File: config.mk
export PLATFORM = sky130hd
export DESIGN_NAME = motor_measurement_readback
export DESIGN_NICKNAME = d
export VERILOG_FILES = /design/src/rtl/meas_pkg.sv /design/src/rtl/meas_if.sv /design/src/rtl/meas_word.sv /design/src/rtl/motor_measurement_readback.sv
export SDC_FILE = /design/constraint.sdc
export NUM_CORES = 1
export LEC_CHECK = 0
export BUFFER_PORTS_ARGS = -buffer_cell sky130_fd_sc_hd__clkbuf_2
export CAP_MARGIN = 25
export CORE_MARGIN = 2
export CORE_UTILIZATION = 46
export CTS_CLUSTER_DIAMETER = 200
export DETAILED_ROUTE_END_ITERATION = 10
export GPL_ROUTABILITY_DRIVEN = 0
export PLACE_DENSITY = 0.76
export SLEW_MARGIN = 20
export SYNTH_ARGS = -nofsm -noshare
export SYNTH_HDL_FRONTEND = slang
export SYNTH_SLANG_ARGS = --single-unit
File: constraint.sdc
create_clock -name clk -period 3.05 [get_ports clk]
set_input_delay 0.61 -clock clk [delete_from_list [all_inputs] [get_ports clk]]
set_output_delay 0.61 -clock clk [all_outputs]
set_load 0.05 [all_outputs]
File: src/rtl/meas_pkg.sv
// Package of register map, widths and reset values for the measurement bank
// What this block does
// - Read-only 32-bit rotor speed estimate, Q27 scaled
// - Read-only 32-bit supply current, Q27 over eight
// - Read-only 32-bit winding A current, Q27
// - Read-only 32-bit winding B current, Q27
// - Read-only 32-bit winding C current, Q27
// - Read-only 16-bit gain code, 0..3 encoded
package meas_pkg;
   localparam int          DATA_W        = 32;
   localparam int          GAIN_W        = 16;
   localparam int          ADDR_W        = 14;
   localparam int          IDX_W         = 12;
   localparam int          NUM_REGS      = 6;
   localparam int          FRAC_BITS     = 27;
   localparam int          CURRENT_DIV   = 8;
   localparam logic [11:0] IDX_SPEED     = 12'h196;
   localparam logic [11:0] IDX_SUPPLY    = 12'h410;
   localparam logic [11:0] IDX_WIND_A    = 12'h440;
   localparam logic [11:0] IDX_WIND_B    = 12'h442;
   localparam logic [11:0] IDX_WIND_C    = 12'h444;
   localparam logic [11:0] IDX_GAIN      = 12'h468;
   localparam logic [31:0] RESET_VALUE   = 32'h0000_0000;
   localparam logic [31:0] UNMAPPED_DATA = 32'h0000_0000;
   localparam logic [15:0] GAIN_X8       = 16'h0000;
   localparam logic [15:0] GAIN_X4       = 16'h0001;
   localparam logic [15:0] GAIN_X2       = 16'h0002;
   localparam logic [15:0] GAIN_X1       = 16'h0003;
   localparam logic [2:0]  SEL_SPEED     = 3'h0;
   localparam logic [2:0]  SEL_SUPPLY    = 3'h1;
   localparam logic [2:0]  SEL_WIND_A    = 3'h2;
   localparam logic [2:0]  SEL_WIND_B    = 3'h3;
   localparam logic [2:0]  SEL_WIND_C    = 3'h4;
   localparam logic [2:0]  SEL_GAIN      = 3'h5;
   localparam logic [2:0]  SEL_NONE      = 3'h7;
endpackage

File: src/rtl/meas_if.sv
// Interface carrying one capture request and the captured word
`timescale 1ns/100ps
`default_nettype none
interface meas_if;
   logic        load;
   logic [31:0] value;
   logic [31:0] held;
   modport owner (input load, input value, output held);
   modport user  (output load, output value, input held);
endinterface
`default_nettype wire

File: src/rtl/meas_word.sv
// One measurement word register, loaded only by the algorithm
`timescale 1ns/100ps
`default_nettype none
module meas_word #(
   parameter int          WIDTH = 32
) (
   input  wire logic      clk,   // System clock
   input  wire logic      rst,   // Synchronous reset, high
   meas_if.owner          port   // Load strobe, value, held word
);
   typedef struct packed {
      logic [WIDTH-1:0] word;
   } state_type;

   state_type s_q;
   state_type s_d;

   always_comb
   begin
      s_d = s_q;
      if (port.load)
      begin
         s_d.word = port.value[WIDTH-1:0];
      end
   end

   always_ff @(posedge clk)
   begin
      if (rst)
      begin
         s_q <= '0;
      end
      else
      begin
         s_q <= s_d;
      end
   end

   if (WIDTH < 32)
   begin : g_pad
      assign port.held = {{(32-WIDTH){1'b0}}, s_q.word};
   end
   else
   begin : g_full
      assign port.held = s_q.word;
   end
endmodule
`default_nettype wire

File: src/rtl/motor_measurement_readback.sv
// Wishbone classic read-only bank of motor measurement values
//
// Decided for this implementation: the Wishbone interface to the registers.
`timescale 1ns/100ps
`default_nettype none
module motor_measurement_readback (
   input  wire logic        clk,            // System clock, 25 MHz
   input  wire logic        rst,            // Synchronous reset, high
   input  wire logic        wb_cyc_i,       // Bus cycle
   input  wire logic        wb_stb_i,       // Strobe
   input  wire logic        wb_we_i,        // Write enable
   input  wire logic [13:0] wb_adr_i,       // Byte address
   input  wire logic [3:0]  wb_sel_i,       // Byte enables
   input  wire logic [31:0] wb_dat_i,       // Write data, discarded
   output logic      [31:0] wb_dat_o,       // Read data
   output logic             wb_ack_o,       // Acknowledge
   input  wire logic        speedLoad,      // Algorithm speed update
   input  wire logic [31:0] speedValue,     // New speed estimate
   input  wire logic        supplyLoad,     // Algorithm supply update
   input  wire logic [31:0] supplyValue,    // New supply current
   input  wire logic        windALoad,      // Winding A update
   input  wire logic [31:0] windAValue,     // New winding A current
   input  wire logic        windBLoad,      // Winding B update
   input  wire logic [31:0] windBValue,     // New winding B current
   input  wire logic        windCLoad,      // Winding C update
   input  wire logic [31:0] windCValue,     // New winding C current
   input  wire logic        gainLoad,       // Gain code update
   input  wire logic [15:0] gainValue       // New gain code
);
   typedef struct packed {
      logic        ack;
      logic [31:0] rdata;
   } state_type;

   state_type s_q;
   state_type s_d;

   meas_if speedIf ();
   meas_if supplyIf ();
   meas_if windAIf ();
   meas_if windBIf ();
   meas_if windCIf ();
   meas_if gainIf ();

   // Only the algorithm side drives the load strobes
   assign speedIf.load   = speedLoad;
   assign speedIf.value  = speedValue;
   assign supplyIf.load  = supplyLoad;
   assign supplyIf.value = supplyValue;
   assign windAIf.load   = windALoad;
   assign windAIf.value  = windAValue;
   assign windBIf.load   = windBLoad;
   assign windBIf.value  = windBValue;
   assign windCIf.load   = windCLoad;
   assign windCIf.value  = windCValue;
   assign gainIf.load    = gainLoad;
   assign gainIf.value   = {16'h0000, gainValue};

   meas_word #(.WIDTH(meas_pkg::DATA_W)) u_speed (
      .clk  (clk),
      .rst  (rst),
      .port (speedIf)
   );
   meas_word #(.WIDTH(meas_pkg::DATA_W)) u_supply (
      .clk  (clk),
      .rst  (rst),
      .port (supplyIf)
   );
   meas_word #(.WIDTH(meas_pkg::DATA_W)) u_wind_a (
      .clk  (clk),
      .rst  (rst),
      .port (windAIf)
   );
   meas_word #(.WIDTH(meas_pkg::DATA_W)) u_wind_b (
      .clk  (clk),
      .rst  (rst),
      .port (windBIf)
   );
   meas_word #(.WIDTH(meas_pkg::DATA_W)) u_wind_c (
      .clk  (clk),
      .rst  (rst),
      .port (windCIf)
   );
   meas_word #(.WIDTH(meas_pkg::GAIN_W)) u_gain (
      .clk  (clk),
      .rst  (rst),
      .port (gainIf)
   );

   logic        request;
   logic        aligned;
   logic [11:0] regIdx;
   logic [2:0]  regSel;

   assign request = wb_cyc_i & wb_stb_i & ~s_q.ack;
   assign aligned = (wb_adr_i[1:0] == 2'h0);
   assign regIdx  = wb_adr_i[13:2];

   // Index decode; byte address is four times the printed offset
   always_comb
   begin
      regSel = meas_pkg::SEL_NONE;
      if (aligned)
      begin
         case (regIdx)
            meas_pkg::IDX_SPEED:  regSel = meas_pkg::SEL_SPEED;
            meas_pkg::IDX_SUPPLY: regSel = meas_pkg::SEL_SUPPLY;
            meas_pkg::IDX_WIND_A: regSel = meas_pkg::SEL_WIND_A;
            meas_pkg::IDX_WIND_B: regSel = meas_pkg::SEL_WIND_B;
            meas_pkg::IDX_WIND_C: regSel = meas_pkg::SEL_WIND_C;
            meas_pkg::IDX_GAIN:   regSel = meas_pkg::SEL_GAIN;
            default:              regSel = meas_pkg::SEL_NONE;
         endcase
      end
   end

   always_comb
   begin
      s_d     = s_q;
      s_d.ack = 1'b0;
      if (request)
      begin
         s_d.ack = 1'b1;
         // Writes are acknowledged with zero read data but change no measurement word
         if (wb_we_i)
         begin
            s_d.rdata = meas_pkg::UNMAPPED_DATA;
         end
         else
         begin
            case (regSel)
               meas_pkg::SEL_SPEED:  s_d.rdata = speedIf.held;
               meas_pkg::SEL_SUPPLY: s_d.rdata = supplyIf.held;
               meas_pkg::SEL_WIND_A: s_d.rdata = windAIf.held;
               meas_pkg::SEL_WIND_B: s_d.rdata = windBIf.held;
               meas_pkg::SEL_WIND_C: s_d.rdata = windCIf.held;
               meas_pkg::SEL_GAIN:   s_d.rdata = gainIf.held;
               default:              s_d.rdata = meas_pkg::UNMAPPED_DATA;
            endcase
         end
      end
   end

   always_ff @(posedge clk)
   begin
      if (rst)
      begin
         s_q <= '0;
      end
      else
      begin
         s_q <= s_d;
      end
   end

   assign wb_dat_o = s_q.rdata;
   assign wb_ack_o = s_q.ack;
endmodule
`default_nettype wire
# Yosys cells after proc, flatten, opt, wreduce, memory -nomap -nowiden
# Cells that the tools add are included.
[totals]
register_bits = 209
ramBits = 0
output_inout_bits = 33
mem_bits_ro = 0
mem_count = 0
in_bits = 237
latch_bits = 0
[classes]
muxes = 5
multipliers = 0
shift = 0
eq_ne = 11
n_reduce_logical = 2
magnitude_cmp = 0
div_mod_pow = 0
n_bitwise = 3
add_sub_neg = 0
[ops]
columns = ["op", "count"]
rows = [
  ["one-hot mux 32 bit (6 select lines)", 1],
  ["== test 12 x 11 -> 1 bit (second input constant)", 5],
  ["2-to-1 mux 33 bit", 1],
  ["2-to-1 mux 32 bit", 1],
  ["one-hot mux 3 bit (6 select lines)", 1],
  ["== test 12 x 9 -> 1 bit (second input constant)", 1],
  ["== test 3 x 2 -> 1 bit (second input constant)", 2],
  ["== test 3 bit (second input constant)", 2],
  ["== test 3 x 1 -> 1 bit (second input constant)", 1],
  ["zero test 3 bit", 1],
  ["2-to-1 mux 3 bit", 1],
  ["AND 1 bit", 2],
  ["zero test 2 bit", 1],
  ["NOT 1 bit", 1],
]

# Logic depth before layout (Yosys ltp)
# Gate-level depths: netlist of the first run.
[logic_depth]
word_depth = 7
mapped_depth = 9
depth_no_buf = 6

# By module
# Synthesis of the first run repeated with hierarchy kept, for this count alone.
[unflattened]
hier_cells = 961
area_unflattened_um2 = 9621.7
[by_module_without_submodules]
columns = ["module", "seq_area_each_um2", "area_per_inst_um2", "cells_each", "instances"]
rows = [
  ["meas_word at u_speed ...", 640.6, 1163.6, 103, 5],
  ["motor_measurement_readback", 660.6, 3099.2, 377, 1],
  ["meas_word at u_gain", 320.3, 704.4, 69, 1],
]

# Least setup slack after synthesis of the first run
# OpenSTA, ideal clock, no wires.
[synth_path]
kind = "input-to-reg"
from = "input wb_adr_i[7]"
to = "register s_q (netlist bit wb_dat_o[21])"
cell_stages = 7
path_slack_ns = 0.000
arrival_time_ns = 2.921
cell_sequence = "or4b_1 or3_4 a211oi_4 buf_4 mux2_2 a2111oi_0 o21ai_0"
[synth_via]
elab_chain_cells = 6
elab_cells_between_ends = 16
[synth_lines]
columns = ["element", "line_no", "rtl"]
rows = [
  ["from (decl)", "motor_measurement_readback.sv:12", "input wire logic [13:0] wb_adr_i,"],
  ["== test 12 x 11 -> 1 bit / == test 12 x 9 -> 1 bit (equally long branches)", "motor_measurement_readback.sv:105", "case (regIdx)"],
  ["one-hot mux 3 bit (6 select lines) *", "motor_measurement_readback.sv:105", ""],
  ["2-to-1 mux 3 bit *", "motor_measurement_readback.sv:103", "if (aligned)"],
  ["== test 3 bit, or another cell as far along", "motor_measurement_readback.sv:131", "case (regSel)"],
  ["one-hot mux 32 bit (6 select lines) *", "motor_measurement_readback.sv:131", ""],
  ["2-to-1 mux 32 bit *", "motor_measurement_readback.sv:125", "if (wb_we_i)"],
  ["to (signal assigned)", "motor_measurement_readback.sv:148", "s_q <= '0;"],
  ["to (signal assigned)", "motor_measurement_readback.sv:152", "s_q <= s_d;"],
  ["to (decl)", "motor_measurement_readback.sv:35", "state_type s_q;"],
]
# Mark *: on every way between the ends. The rest lies on a longest branch, timed or not.
# A chain may end at the register's enable or synchronous reset.

# Worst setup path in the final report of the first run
[layout_path]
from = "input wb_adr_i[7]"
to = "register s_q (netlist bit wb_dat_o[30])"
# The elaborated chain is that of the path after synthesis.

==> summary.md, run 1 <==
| Metric | Value |
|---|---|
| Outcome | complete, no violations |
| RSZ-0062 raised after global routing | false |
| Starting Density | 46.9% |
| Slowest CP cell | or4b_1 |
| Post-route design area | 0.0110 mm^2 |
| Max Cap Viol | 0 |
| Leak pwr | 5.16 nW |
| Most frequent cells in the layout | clkbuf_2 (232), dfxtp_1 (209), nor2_1 (182) |
| Post-Route WL | 24,100 um |
| CP required | 3430 ps |
| Vias in the first global route | 6,805 |
| Synthesized instance count | 882 |
| Commonest non-fill, non-tap cell in the layout | clkbuf_2 |
| H-tree Lvls | 1 |
| Number of hold buffers added after CTS | 0 |
| R2r setup slk | 1700 ps |
| First-pass GRT wire length | 37,100 um |
| Largest net degree at the start of global routing | 81 |
| Synth warn | 0 |
| Final nets | 1,339 |
| Remaining DRCs | 0 |
| Die area | 0.0201 mm^2 |
| Dpl cell area | 0.0102 mm^2 |
| Rel. slew slack | 45.6% |
| Final Hold Fails | 0 |
| R2R Path Start | wb_ack_o |
| Clock slew at the register clock pins of the worst setup and hold paths | 60 ps |
| Post-cts resize count | 0 |
| Startpoint Class | input port |
| Final setup viols | 0 |
| Root Driver | clkbuf_16 |
| Worst r2r dst | wb_dat_o[22] |
| DR WL met3 | 1610 um |
| Highest metal used | met4 |
| Worst r2r path cells | 6 |
| Top cell type by total area after synthesis | dfxtp_1 |
| Post-Route M1 WL | 11,500 um |
| Grt ovf | 0 |
| VDD IR max | 420 uV |
| WL met2 | 10,200 um |
| Total negative slack | 0 ps |
| Vias per cell | 5.35 |
| CTS tree | built |
| DRT iter0 DRCs | 435 |
| Die Y-Extent | 142 um |
| PortBufs | 233 |
| Ant. Diodes | 0 |
| Netlist Area Pre-Place | 0.00873 mm^2 |
| Yosys reg bits | 209 |
| Sequential share of the synthesized area | 47.9% |
| Critical path cell sequence | clkbuf_2 > or4b_1 > or3_4 > a211oi_4 > buf_4 > mux2_2 > a222oi_1 > o21ai_0 |
| Clock skew | 9.27 ps |
| Initial antenna violation count | 0 |
| Tot GR Track Use | 23.4% |
| Clock sink total | 209 |
| Final worst path period share | 88.7% |
| IO Count | 270 |
| Clock buffer depth | 3 |
| Crit Path Max Fanout | 12 |
| Layout cell share with drive strength beyond 1 | 31.5% |
| CP startpoint | wb_adr_i[7] |
| Post-synthesis to final-layout area growth | 25.4% |
| Critical path's largest stage delay | 540 ps |
| Number of buffers created by CTS | 23 |
| First-pass DRT Iterations | 5 |
| Worst setup path end | wb_dat_o[30] |
| Top area cells in the synthesized netlist | dfxtp_1 (48%), mux2i_1 (20%), nor2_1 (7.9%) |
| Synth top area share | 47.9% |
| Syn Nets | 1,119 |
| Core ar. | 0.0186 mm^2 |
| Post-DRT Antenna Nets | 0 |
| Final Core Density | 58.8% |
| Post-CTS Setup Bufs | 0 |
| Placed Cells | 1,310 |
| HPWL Detailed | 17,600 um |
| Avg Inst Size Synth | 9.90 um^2 |
| Data arrival, critical path | 3080 ps |
| Worst-margin pin slew | 816 ps |
| Crit path kind | input port to flop |
| Final Non-Filler Cells | 1,349 |
| Endpoint kind of the worst setup timing path | flop |
| Min-delay worst type | input port to flop |
| Cell Rows | 50 |
| Achievable frequency | 369 MHz |
| P per Cell Area | 580 mW/mm^2 |
| Slew Viols, Final | 0 |
| Pwr Total | 6.36 mW |
| Tmin final | 2710 ps |
| Drt wl/cell | 17.8 um |
| Via count | 7,217 |
| Synth unique cells | 37 |
| Worst skew pair latency | 500 ps |
| Die Wd | 142 um |
==> cells by family (layout without fill, tap and decap cells) <==
family                 count (synthesis)  count (layout)  share of synthesized area, %
buffers and inverters                 71             304                          3.50
muxes                                216             216                          25.3
DFF                                  209             209                          47.9
AOI/OAI and AO/OA                    120             120                          10.2
and+or+nand+nor                      266             266                          13.1
==> power by group <==
part	leakage (nW)	internal, mW	switching (mW)
Combinational	3.06	0.285	0.324
Sequential	1.72	2.88	0.0769
Clock	0.373	1.71	1.08
==> synthesized netlist by cell type (all sizes together) <==
master   count
dfxtp      209
nor2       183
mux2i      176
clkbuf      45
mux2        40
nand2       35
o21ai       32
buf         26
and3        24
a21oi       18
a221o       16
a22oi       16
a32oi       16
a2111oi      8
a222oi       8
and2         3
nor4         3
or3          3
or3b         3
a211oi       2
a21o         2
a221oi       2
nand3        2
nand3b       2
nor3         2
or2          2
or4b         2
nand4b       1
nor4b        1
==> metrics by stage <==
stage | hold slack, ps | worst slack, ps
final | 342 | 343
after global routing | 335 | 227
after CTS | 333 | 362
after detailed placement | 441 | -112
after global placement | 435 | -63.5
after floorplan | 452 | 9.98
==> state kept, by name, summed over array words and instances, names as in the netlist <==
name,cells
wb_dat_o,32
u_wind_b.port.held,32
u_supply.port.held,32
u_wind_c.port.held,32
u_wind_a.port.held,32
u_gain.s_q,16
wb_ack_o,1
u_speed.port.held,32
==> area by class of cell <==
cell class                      count  area, um^2
Multi-Input combinational cell    602        4260
Clock buffer                       29         628
Timing Repair Buffer              266        1460
Tap cell                          234         293
Clock inverter                      9         133
Sequential cell                   209        4180
Fill cell                        1626        7690
==> worst min-delay path by stage <==
stage,startpoint,endpoint,slack (ps),depth (start not counted)
final,supplyValue[26],u_supply.port.held[26],340,3
after global routing,windBValue[26],u_wind_b.port.held[26],340,3
after CTS,supplyValue[26],u_supply.port.held[26],330,3
after detailed placement,wb_dat_o[21],wb_dat_o[21],440,2
after global placement,wb_dat_o[17],wb_dat_o[17],440,2
after floorplan,u_wind_a.port.held[17],u_wind_a.port.held[17],450,2
==> critical path, delay by kind of cell <==
kind                   cells  cell delay [ps]
and+or+nand+nor            2              910
AOI/OAI and AO/OA          3              760
muxes                      1              410
buffers and inverters      2              370
==> per-layer routing <==
metal  vias up  track usage [%]
met4         0             8.32
met5         -                0
met3        48             4.29
li1       3571                -
met1      3342             34.4
met2       256             34.3
(Power assumes the default switching activity.)
==> run 2: changes to the inputs <==
--- a/config.mk
+++ b/config.mk
@@ -5,14 +5,14 @@
 export SDC_FILE = /design/constraint.sdc
 export NUM_CORES = 1
 export LEC_CHECK = 0
-export BUFFER_PORTS_ARGS = -buffer_cell sky130_fd_sc_hd__clkbuf_2
 export CAP_MARGIN = 25
 export CORE_MARGIN = 2
-export CORE_UTILIZATION = 46
+export CORE_UTILIZATION = 57
 export CTS_CLUSTER_DIAMETER = 200
 export DETAILED_ROUTE_END_ITERATION = 10
+export DONT_BUFFER_PORTS = 1
 export GPL_ROUTABILITY_DRIVEN = 0
-export PLACE_DENSITY = 0.76
+export PLACE_DENSITY = 0.75
 export SLEW_MARGIN = 20
 export SYNTH_ARGS = -nofsm -noshare
 export SYNTH_HDL_FRONTEND = slang
==> run 2 against run 1 <==
  * Register-to-register slack worse by 780 ps
  * Critical path type unchanged
  * First-iteration DRC count is 6.7% higher
  * Sequential share of layout area is 5.2 points higher
  * Hold slack worse by 150 ps
  * Sequential power is 2% higher
  * Largest cell class unchanged
  * Critical endpoint is now wb_dat_o[26]
==> summary.md, run 2 (synthesis results as in run 1) <==
| Metric | Value |
|---|---|
| Outcome | complete, no violations |
| CP required | 3410 ps |
| Final Hold Fails | 0 |
| Worst r2r dst | wb_dat_o[28] |
| H-tree Lvls | 1 |
| Via count | 6,505 |
| Clock sink total | 209 |
| Post-DRT Antenna Nets | 0 |
| Most frequent cells in the layout | dfxtp_1 (209), nor2_1 (182), mux2i_1 (176) |
| WL met2 | 9870 um |
| VDD IR max | 422 uV |
| Share of total power in the clock network | 46.0% |
| Initial antenna violation count | 0 |
| Commonest non-fill, non-tap cell in the layout | dfxtp_1 |
| Crit path kind | input port to flop |
| HPWL Detailed | 16,300 um |
| Slowest CP cell | or4b_1 |
| Post-Route WL | 23,000 um |
| Endpoint kind of the worst setup timing path | flop |
| Achievable frequency | 369 MHz |
| Sequential Power Share | 49.0% |
| Leak pwr | 4.12 nW |
| Clock skew | 6.09 ps |
| Root Driver | clkbuf_16 |
| CTS tree | built |
| CP startpoint | wb_adr_i[7] |
| Ant. Diodes | 0 |
| R2r setup slk | 920 ps |
| Drt wl/cell | 21.8 um |
| Worst-margin pin slew | 949 ps |
| Slew Viols, Final | 0 |
| Final worst path period share | 88.9% |
| First-pass DRT Iterations | 6 |
| Starting Density | 57.9% |
| Layout cell share with drive strength beyond 1 | 11.8% |
| Core ar. | 0.0151 mm^2 |
| Min-delay worst type | input port to flop |
| First-pass GRT wire length | 35,100 um |
| Grt ovf | 0 |
| Number of hold buffers added after CTS | 0 |
| Remaining DRCs | 0 |
| Post-Route M1 WL | 10,300 um |
| DRT iter0 DRCs | 464 |
| Internal power | 4.84 mW |
| Critical path's largest stage delay | 550 ps |
| Post-CTS Setup Bufs | 0 |
| Startpoint Class | input port |
| RSZ-0062 raised after global routing | false |
| Post-route design area | 0.00965 mm^2 |
| Clock buffer depth | 3 |
| Cell Rows | 45 |
| Sw power | 1.31 mW |
| Largest net degree at the start of global routing | 182 |
| Post-synthesis to final-layout area growth | 10.5% |
| Worst r2r path cells | 5 |
| Die Y-Extent | 128 um |
| P per Cell Area | 637 mW/mm^2 |
| Post-cts resize count | 0 |
| Switching Share | 21.2% |
| Clock slew at the register clock pins of the worst setup and hold paths | 60 ps |
| Final setup viols | 0 |
| Vias in the first global route | 6,282 |
| Final nets | 1,089 |
| Tmin final | 2710 ps |
| Critical path cell sequence | or4b_1 > or3_4 > a211oi_4 > buf_12 > buf_4 > mux2_2 > a2111oi_0 > o21ai_0 |
| Comb power frac | 5.0% |
| Rel. slew slack | 36.5% |
| Max Cap Viol | 0 |
| Number of buffers created by CTS | 22 |
| WHS | 189 ps |
| DR WL met3 | 2310 um |
| Tot GR Track Use | 27.1% |
| Worst skew pair latency | 490 ps |
| PortBufs | 0 |
| Crit Path Max Fanout | 10 |
| Data arrival, critical path | 3070 ps |
| Die Wd | 128 um |
| Die area | 0.0163 mm^2 |
| # fillers | 1,232 |
| Highest metal used | met4 |
| Vias per cell | 6.16 |
| IO Count | 270 |
| R2R Path Start | wb_ack_o |
| Dpl cell area | 0.00887 mm^2 |
| Worst setup path end | wb_dat_o[26] |
==> run 2: changes by cell type in the layout (fill, tap and decap cells not counted), moves of 2 or more <==
cell,previous run,this run
buf_12,3,5
buf_4,29,12
clkbuf_1,3,5
clkbuf_2,232,0
clkbuf_8,3,6
==> run 2: power groups by stage <==
stage          registers, mW  logic [mW]  clock network (mW)
6_report                3.01       0.309                2.82
5_1_grt                 3.02       0.345                2.98
4_1_cts                 3.01       0.310                2.87
3_5_place_dp            3.07       0.307                   0
3_3_place_gp            3.06       0.290                   0
2_1_floorplan           3.03       0.338                   0
==> run 2: stage by stage <==
step / utilization [%] / TNS (ps) / power [mW] / setup slack (ps) / instances
finish: 64.0 / 0 / 6.14 / 339 / 1056
global route: 64.0 / 0 / 6.35 / 202 / 1056
CTS: 64.0 / 0 / 6.18 / 376 / 1056
detailed placement: 58.8 / -401 / 3.37 / -125 / 1016
global placement: 58.8 / -36.4 / 3.35 / -18.9 / 1016
floorplan: - / 0 / 3.37 / 9.98 / 882
==> run 2: how the worst min path moves through the flow <==
stage | start | endpoint | slack [ps] | cells past startpoint
2_1_floorplan | u_wind_a.port.held[17] | u_wind_a.port.held[17] | 450 | 2
3_3_place_gp | u_wind_a.port.held[25] | u_wind_a.port.held[25] | 470 | 2
3_5_place_dp | u_wind_b.port.held[29] | u_wind_b.port.held[29] | 470 | 2
4_1_cts | rst | u_wind_a.port.held[15] | 180 | 1
5_1_grt | rst | u_wind_b.port.held[16] | 180 | 1
6_report | rst | u_wind_b.port.held[27] | 190 | 1
==> run 2: cell type report <==
type | instances | area, um^2 | area share (%)
multi-input combinational | 602 | 4260 | 44.1
sequential | 209 | 4180 | 43.4
clock buffer | 34 | 677 | 7.01
tap | 188 | 235 | 2.44
timing repair buffer | 17 | 190 | 1.97
clock inverter | 6 | 105 | 1.09
==> run 2: layer usage <==
layer	vias to the layer above	global-route usage, %
li1	3075	-
met1	3085	39.9
met2	305	39.1
met3	40	7.18
met4	0	7.43
met5	-	0
==> run 2: critical path: cells and delay by family <==
kind	cells	cell delay [ps]
simple gates	2	920
compound gates	3	880
mux	1	350
buf+inv	2	310
